--- src/verilog/t1_e1_map.vh ---
`ifndef T1_E1_MAP_VH
`define T1_E1_MAP_VH
`define FRAME_BITS_W 8
`define PAYLOAD_BITS 9'd193
`define BUF_DEPTH 9'd386
`define BUF_LAST 9'd385
`define BUF_START 9'd193
`define OCTET_SLIP 9'd8
`define TS_AUX 5'd16
`define TS_FIRST_LO 5'd1
`define TS_LAST_LO 5'd15
`define TS_FIRST_HI 5'd17
`define TS_LAST_HI 5'd25
`define TS26_BIT1 8'hD0
`define FAS_WORD 8'h9B
`define NFAS_WORD 8'hDF
`define IDLE_BIT 1'b1
`define CREDIT_E1 10'd256
`define CREDIT_T1 10'd193
`define CREDIT_W 10
`endif

--- src/verilog/t1_into_e1_frame_mapper.v ---
// Functional notes
// - Timeslot 0 of every outgoing 2048 kbit/s frame carries frame alignment and never tributary bits.
// - Each frame carries 193 tributary bits in order in timeslots 1-15, 17-25 and bit 1 of timeslot 26.
// - Timeslot 16 and timeslots 27-31 carry no tributary payload and are left for optional extra data.
// - Tributary bits pass untouched with no search for or alignment to any framing inside them.
// - With only the tributary carried, each outgoing clock is derived from the incoming signal of the other rate.
// - With reference-locked timing a two-frame slip buffer absorbs the rate difference.
// - A frame slip inserts or deletes exactly one whole frame while keeping delay small.
// - After a frame slip the buffer has ample margin before another slip is needed.
// - In timeslot-alignment mode a slip inserts or deletes eight consecutive bits.
`timescale 1ns/1ps
`include "t1_e1_map.vh"
module t1_into_e1_frame_mapper (
  input wire ref_clk,
  input wire arst_n,
  input wire ref_timing,
  input wire octet_mode,
  input wire t1_rx_bit,
  input wire t1_rx_en,
  input wire e1_rx_bit,
  input wire e1_rx_en,
  input wire e1_rx_sync,
  input wire ref_e1_en,
  input wire ref_t1_en,
  output reg e1_tx_bit,
  output reg e1_tx_en,
  output reg e1_tx_sync,
  output reg t1_tx_bit,
  output reg t1_tx_en,
  output reg map_slip,
  output reg demap_slip
);
  reg [`CREDIT_W-1:0] e1_credit_q;
  reg [`CREDIT_W-1:0] e1_credit_d;
  reg [`CREDIT_W-1:0] t1_credit_q;
  reg [`CREDIT_W-1:0] t1_credit_d;
  reg e1_tick;
  reg t1_tick;
  reg [7:0] tx_pos_q;
  reg tx_odd_q;
  reg [7:0] rx_pos_q;
  reg [7:0] rx_pos;
  reg tx_payload;
  reg rx_payload;
  reg tx_bit_d;
  wire map_rd_bit;
  wire demap_rd_bit;
  wire map_rep;
  wire map_del;
  wire demap_rep;
  wire demap_del;
  // Held as sized constants so single bits can be picked by position
  localparam [7:0] fas_word = `FAS_WORD;
  localparam [7:0] nfas_word = `NFAS_WORD;

  function is_payload;
    input [7:0] pos;
    reg [4:0] ts;
    begin
      ts = pos[7:3];
      is_payload = ((ts >= `TS_FIRST_LO) && (ts <= `TS_LAST_LO)) ||
                   ((ts >= `TS_FIRST_HI) && (ts <= `TS_LAST_HI)) ||
                   (pos == `TS26_BIT1);
    end
  endfunction

  // Credit counters give exact 256:193 bit ratios, so loop timing never slips
  always @*
  begin
    e1_credit_d = e1_credit_q;
    t1_credit_d = t1_credit_q;
    e1_tick = 1'b0;
    t1_tick = 1'b0;
    if (ref_timing)
      e1_tick = ref_e1_en;
    else
    begin
      if (t1_rx_en)
        e1_credit_d = e1_credit_d + `CREDIT_E1;
      if (e1_credit_d >= `CREDIT_T1)
      begin
        e1_credit_d = e1_credit_d - `CREDIT_T1;
        e1_tick = 1'b1;
      end
    end
    if (ref_timing)
      t1_tick = ref_t1_en;
    else
    begin
      if (e1_rx_en)
        t1_credit_d = t1_credit_d + `CREDIT_T1;
      if (t1_credit_d >= `CREDIT_E1)
      begin
        t1_credit_d = t1_credit_d - `CREDIT_E1;
        t1_tick = 1'b1;
      end
    end
  end

  always @*
  begin
    tx_payload = is_payload(tx_pos_q);
    rx_pos = e1_rx_sync ? 8'h00 : rx_pos_q;
    rx_payload = e1_rx_en && is_payload(rx_pos);
    if (tx_pos_q[7:3] == 5'd0)
      tx_bit_d = tx_odd_q ? nfas_word[~tx_pos_q[2:0]] : fas_word[~tx_pos_q[2:0]];
    else if (tx_payload)
      tx_bit_d = map_rd_bit;
    else
      tx_bit_d = `IDLE_BIT;
  end

  // Tributary side writes any bit as it comes; no framing search is done
  frame_slip_buffer map_buf (
    .ref_clk(ref_clk),
    .arst_n(arst_n),
    .wr_en(t1_rx_en),
    .wr_bit(t1_rx_bit),
    .rd_en(e1_tick && tx_payload),
    .octet_mode(octet_mode),
    .rd_bit(map_rd_bit),
    .slip_repeat(map_rep),
    .slip_delete(map_del)
  );

  // Non-payload receive bits are never written, so TS26 bits 2-8 are dropped
  frame_slip_buffer demap_buf (
    .ref_clk(ref_clk),
    .arst_n(arst_n),
    .wr_en(rx_payload),
    .wr_bit(e1_rx_bit),
    .rd_en(t1_tick),
    .octet_mode(octet_mode),
    .rd_bit(demap_rd_bit),
    .slip_repeat(demap_rep),
    .slip_delete(demap_del)
  );

  always @(posedge ref_clk or negedge arst_n)
  begin
    if (!arst_n)
    begin
      e1_credit_q <= {`CREDIT_W{1'b0}};
      t1_credit_q <= {`CREDIT_W{1'b0}};
      tx_pos_q <= 8'h00;
      tx_odd_q <= 1'b0;
      rx_pos_q <= 8'h00;
      e1_tx_bit <= `IDLE_BIT;
      e1_tx_en <= 1'b0;
      e1_tx_sync <= 1'b0;
      t1_tx_bit <= 1'b0;
      t1_tx_en <= 1'b0;
      map_slip <= 1'b0;
      demap_slip <= 1'b0;
    end
    else
    begin
      e1_credit_q <= e1_credit_d;
      t1_credit_q <= t1_credit_d;
      e1_tx_en <= e1_tick;
      e1_tx_sync <= e1_tick && (tx_pos_q == 8'h00);
      t1_tx_en <= t1_tick;
      map_slip <= map_rep || map_del;
      demap_slip <= demap_rep || demap_del;
      if (e1_tick)
      begin
        e1_tx_bit <= tx_bit_d;
        tx_pos_q <= tx_pos_q + 8'h01;
        if (tx_pos_q == 8'hFF)
          tx_odd_q <= ~tx_odd_q;
      end
      if (t1_tick)
        t1_tx_bit <= demap_rd_bit;
      if (e1_rx_en)
        rx_pos_q <= rx_pos + 8'h01;
    end
  end
endmodule

--- src/verilog/frame_slip_buffer.v ---
`timescale 1ns/1ps
`include "t1_e1_map.vh"
module frame_slip_buffer (
  input wire ref_clk,
  input wire arst_n,
  input wire wr_en,
  input wire wr_bit,
  input wire rd_en,
  input wire octet_mode,
  output wire rd_bit,
  output reg slip_repeat,
  output reg slip_delete
);
  reg mem [0:385];
  reg [8:0] wr_q;
  reg [8:0] rd_q;
  reg [8:0] fill;
  reg [8:0] step;
  reg [8:0] rd_step;
  wire rd_last;
  wire wr_full;

  function [8:0] wrap_add;
    input [8:0] a;
    input [8:0] b;
    reg [9:0] s;
    begin
      s = {1'b0, a} + {1'b0, b};
      if (s >= {1'b0, `BUF_DEPTH})
        s = s - {1'b0, `BUF_DEPTH};
      wrap_add = s[8:0];
    end
  endfunction

  always @*
  begin
    if (wr_q >= rd_q)
      fill = wr_q - rd_q;
    else
      fill = wr_q + `BUF_DEPTH - rd_q;
    step = octet_mode ? `OCTET_SLIP : `PAYLOAD_BITS;
    rd_step = `BUF_DEPTH - step;
  end

  // Slip on the last held bit, so the empty write slot is never read out
  assign rd_last = (fill == 9'h001);
  assign wr_full = (fill == `BUF_LAST);
  assign rd_bit = mem[rd_q];

  always @(posedge ref_clk)
  begin
    if (wr_en)
      mem[wr_q] <= wr_bit;
  end

  // Starting half full keeps delay one frame and leaves a frame of margin either way
  always @(posedge ref_clk or negedge arst_n)
  begin
    if (!arst_n)
    begin
      wr_q <= `BUF_START;
      rd_q <= 9'h000;
      slip_repeat <= 1'b0;
      slip_delete <= 1'b0;
    end
    else
    begin
      slip_repeat <= 1'b0;
      slip_delete <= 1'b0;
      if (wr_en)
        wr_q <= wrap_add(wr_q, 9'h001);
      if (rd_en && rd_last)
      begin
        // Underrun: after the last held bit, step back so the latest block is sent again
        rd_q <= wrap_add(rd_q, rd_step + 9'h001);
        slip_repeat <= 1'b1;
      end
      else if (wr_en && wr_full)
      begin
        // Overrun: skip one block (a whole frame, or eight bits in octet mode); a frame slip re-centres reading
        // A bit read in this cycle is not part of the deleted block
        rd_q <= wrap_add(rd_q, rd_en ? step + 9'h001 : step);
        slip_delete <= 1'b1;
      end
      else if (rd_en)
        rd_q <= wrap_add(rd_q, 9'h001);
    end
  end
endmodule

--- config.mk ---
export PLATFORM = sky130hd
export DESIGN_NAME = t1_into_e1_frame_mapper
export DESIGN_NICKNAME = d
export VERILOG_FILES = /design/src/verilog/t1_into_e1_frame_mapper.v /design/src/verilog/frame_slip_buffer.v
export VERILOG_INCLUDE_DIRS = /design/src /design/src/verilog
export SDC_FILE = /design/constraint.sdc
export NUM_CORES = 2
export LEC_CHECK = 0
export BUFFER_PORTS_ARGS = -buffer_cell sky130_fd_sc_hd__buf_2
export CORE_ASPECT_RATIO = 0.6
export CORE_MARGIN = 3
export CORE_UTILIZATION = 64
export CTS_BUF_LIST = sky130_fd_sc_hd__clkbuf_16
export DETAILED_ROUTE_END_ITERATION = 7
export PLACE_DENSITY_LB_ADDON = 0.05
export SYNTH_ARGS = -nofsm -noshare
export SYNTH_HDL_FRONTEND = slang
export SYNTH_SLANG_ARGS = --single-unit
--- constraint.sdc ---
create_clock -name ref_clk -period 7.6 [get_ports ref_clk]
set_input_delay 1.52 -clock ref_clk [delete_from_list [all_inputs] [get_ports ref_clk]]
set_output_delay 1.52 -clock ref_clk [all_outputs]
set_load 0.005 [all_outputs]
==> impl_metrics.tcl <==
set metrics [dict create \
    setup_tns_ns 0 \
    start_util 0.652 \
    io_buffers 17 \
    synth_enable_flop_cells 772 \
    post_cts_buffers 0 \
    place_congestion 0.928 \
    drc_errors 0 \
    regArea_um2 25300 \
    synthTopCellsByArea "edfxtp_1 (53%), mux4_2 (8.1%), nor2_1 (7.7%)" \
    yosysTopAreaCell "edfxtp_1" \
    cp_cell_sequence "buf_2 > inv_1 > o221ai_1 > nand2_1 > o31ai_2 > buf_4 > inv_1 > ha_1 > ha_1 > fa_1 > a31oi_2 > o21ai_0 > xnor2_1 > o311ai_1 > nand2_1 > o21ai_0 > xor2_1 > mux2_2 > o21ai_0" \
    drive_above_1_share 0.117 \
    worstMarginPinSlew_ns 1.31 \
    placed_area_um2 44200 \
    row_count 73 \
    synthArstFlopShare 0.0981 \
    antenna_left 0 \
    critical_path.top_delay_family "compound AO/OA/AOI/OAI gates" \
    p_per_area_nw_per_um2 366 \
    via_count 30200 \
    post-route-period-util 0.733 \
    root_buffer "clkbuf_16" \
    clock_skew_ns 0.0202 \
    multi_input_area_um2 16800 \
    postCtsHoldBufs 0 \
    crit_top_cell "o21ai_0" \
    hold_viol 0 \
    synth.distinct_cells 105 \
    place_inst 4322 \
    crit_type "in -> reg" \
    synthesis.area_um2 43500 \
    clk_pin_slew_ns 0.06 \
    power_leakage_nw 15.3 \
    finalCoreUtilization 0.701 \
    cp.arrival_ns 6.13 \
    die_w_um 342 \
    ys_ff_latch 856 \
    hp-class "reg -> reg" \
    area_growth_pct 7.60 \
    ys.flop_type "edfxtp_1" \
    period_needed_ns 5.57 \
    worst_ep_required_time_ns 8.16 \
    ioPinCount 18 \
    grt_usage 0.325 \
    grt_setup_unrepaired "no" \
    ys_warn_count 0 \
    cts.sinks 856 \
    max_stage_delay_ns 0.45 \
    syn_avg_cell_area_um2 12.1 \
    drtIter0Drc 4214 \
    synth-seq-area-share 0.582 \
    viasPerCell 6.77 \
    layout_commonest_cell "nor2_1" \
    fillers 4682 \
    ir_worst_vdd_mv 0.249 \
    drv_slew 0 \
    worst_path_max_delay_cell "fa_1" \
    dr.pass1.iters 6 \
    grt_antenna_before_repair 1 \
    final_cells 4462 \
    final_cell_area_um2 46800 \
    nets 3619 \
    layout_common_cells "nor2_1 (891), edfxtp_1 (772), nand2_1 (182)" \
    hold_slack_ns 0.444 \
    worst-path-buf-inv 4 \
    end_kind "register" \
    core_area_um2 66700 \
    die_h_um 208 \
    numCtsBuffers 79 \
    post_cts_resized 0 \
    drv_cap 0 \
    setup_viol 0 \
    yosysTopAreaCellShare 0.533 \
    grt_pass1_wl_um 175000 \
    syn-num-nets 3718 \
    synthCells 3602 \
    grt-ovfl-total 0 \
    grt_pass1_vias 28700 \
    grt_max_degree 287 \
    wl_um 115000 \
    max_freq_mhz 179 \
    crit_fanout 11 \
    cts_htree_levels 3 \
    die_area_um2 71200 \
    diodes 0 \
    wl_per_cell_um 25.8 \
    relSlewSlack 0.128 \
    cts_tree "done" \
    place_hpwl_um 72500 \
    status "finished clean" \
    clk_latency_ns 0.65 \
    startpoint_type "input port" \
    clk_path_buf_depth 3 \
]
-- Yosys cell counts (all sizes together) (11+ instances only) --
| cell type | number |
|---|---|
| a211oi | 24 |
| a21oi | 99 |
| a221oi | 12 |
| a22o | 14 |
| a22oi | 35 |
| a31oi | 21 |
| and2 | 14 |
| and3 | 29 |
| and4 | 11 |
| buf | 58 |
| clkbuf | 196 |
| dfrtp | 77 |
| edfxtp | 772 |
| fa | 16 |
| ha | 89 |
| inv | 88 |
| mux2i | 112 |
| mux4 | 156 |
| nand2 | 192 |
| nand2b | 17 |
| nand3 | 72 |
| nand4 | 40 |
| nor2 | 891 |
| nor2b | 24 |
| nor3 | 51 |
| nor3b | 13 |
| o211ai | 15 |
| o21ai | 80 |
| o221ai | 22 |
| o22ai | 26 |
| o31ai | 12 |
| or2 | 16 |
| xnor2 | 86 |
| xor2 | 28 |
-- per-layer routing --
layer  share of wire  GRT usage
met2            0.41      0.432
met4           0.019     0.0719
met1            0.43      0.530
met5               0          0
met3            0.15     0.0933
-- final cells by class --
cell class / instances / share of cell area
sequential: 856 / 0.541
clock buffer: 82 / 0.0439
multi-input combinational: 2400 / 0.360
tap: 900 / 0.0241
timing repair buffer: 74 / 0.0122
clock inverter: 58 / 0.0113
inverter: 92 / 0.00738
-- worst reg2reg max path: stages, from the launching register on --
cell,delay (ns)
dfrtp_1,0.36
buf_4,0.24
inv_1,0.58
ha_1,0.48
ha_1,0.30
or3_1,0.38
or4_1,0.42
nand4_1,0.12
o221a_2,0.25
nand2_1,0.09
a2111oi_4,0.92
nor2_1,0.45
o32a_1,0.45
o21ai_1,0.08
-- power breakdown --
group,leakage (nW),internal [mW],switching [mW]
Sequential,7.96,5.31,0.351
Clock,1.32,2.24,1.78
Combinational,5.98,2.74,4.68
-- registers in the layout (all words and copies together), names as in the netlist, 5 cells and up, named ones only --
name	cells
demap_buf.mem	386
demap_buf.rd_q	9
demap_buf.wr_q	9
e1_credit_q	10
map_buf.mem	386
map_buf.rd_q	9
map_buf.wr_q	9
rx_pos_q	8
t1_credit_q	5
tx_pos_q	8
-- worst paths after layout --
kind / depth (start not counted) / from / slack, ns / endpoint
worst min-delay path: 1 / demap_buf.slip_repeat / 0.44 / demap_slip
worst min register to register: 1 / demap_buf.slip_repeat / 0.44 / demap_slip
worst max-delay path: 19 / e1_rx_en / 2.03 / demap_buf.rd_q[7]
worst max register to register: 13 / demap_buf.rd_q[5] / 2.42 / demap_buf.rd_q[4]
max in group asynchronous: 2 / arst_n / 5.56 / e1_credit_q[8]
min in group asynchronous: 1 / arst_n / 0.81 / demap_buf.slip_delete
-- logic make-up (layout without fill, tap and decap cells) --
| logic type | after synthesis | count (layout) | synth area share |
|---|---|---|---|
| and+or+nand+nor | 1420 | 1420 | 0.142 |
| DFF | 856 | 856 | 0.582 |
| AOI/OAI and AO/OA | 483 | 483 | 0.0793 |
| buffers and inverters | 346 | 306 | 0.0316 |
| muxes | 278 | 278 | 0.109 |
| xor gates and xnor gates | 114 | 114 | 0.0230 |
| adders and majority gates | 105 | 105 | 0.0330 |
-- per-stage QoR --
| stage | setup slack [ns] | total power [mW] |
|---|---|---|
| floorplan | 1.90 | 10.8 |
| global placement | 1.65 | 12.8 |
| detailed placement | 1.49 | 12.9 |
| CTS | 2.15 | 17.0 |
| global route | 1.71 | 17.9 |
| finish | 2.03 | 17.1 |
No activity file was read; power rests on OpenSTA's default activity.
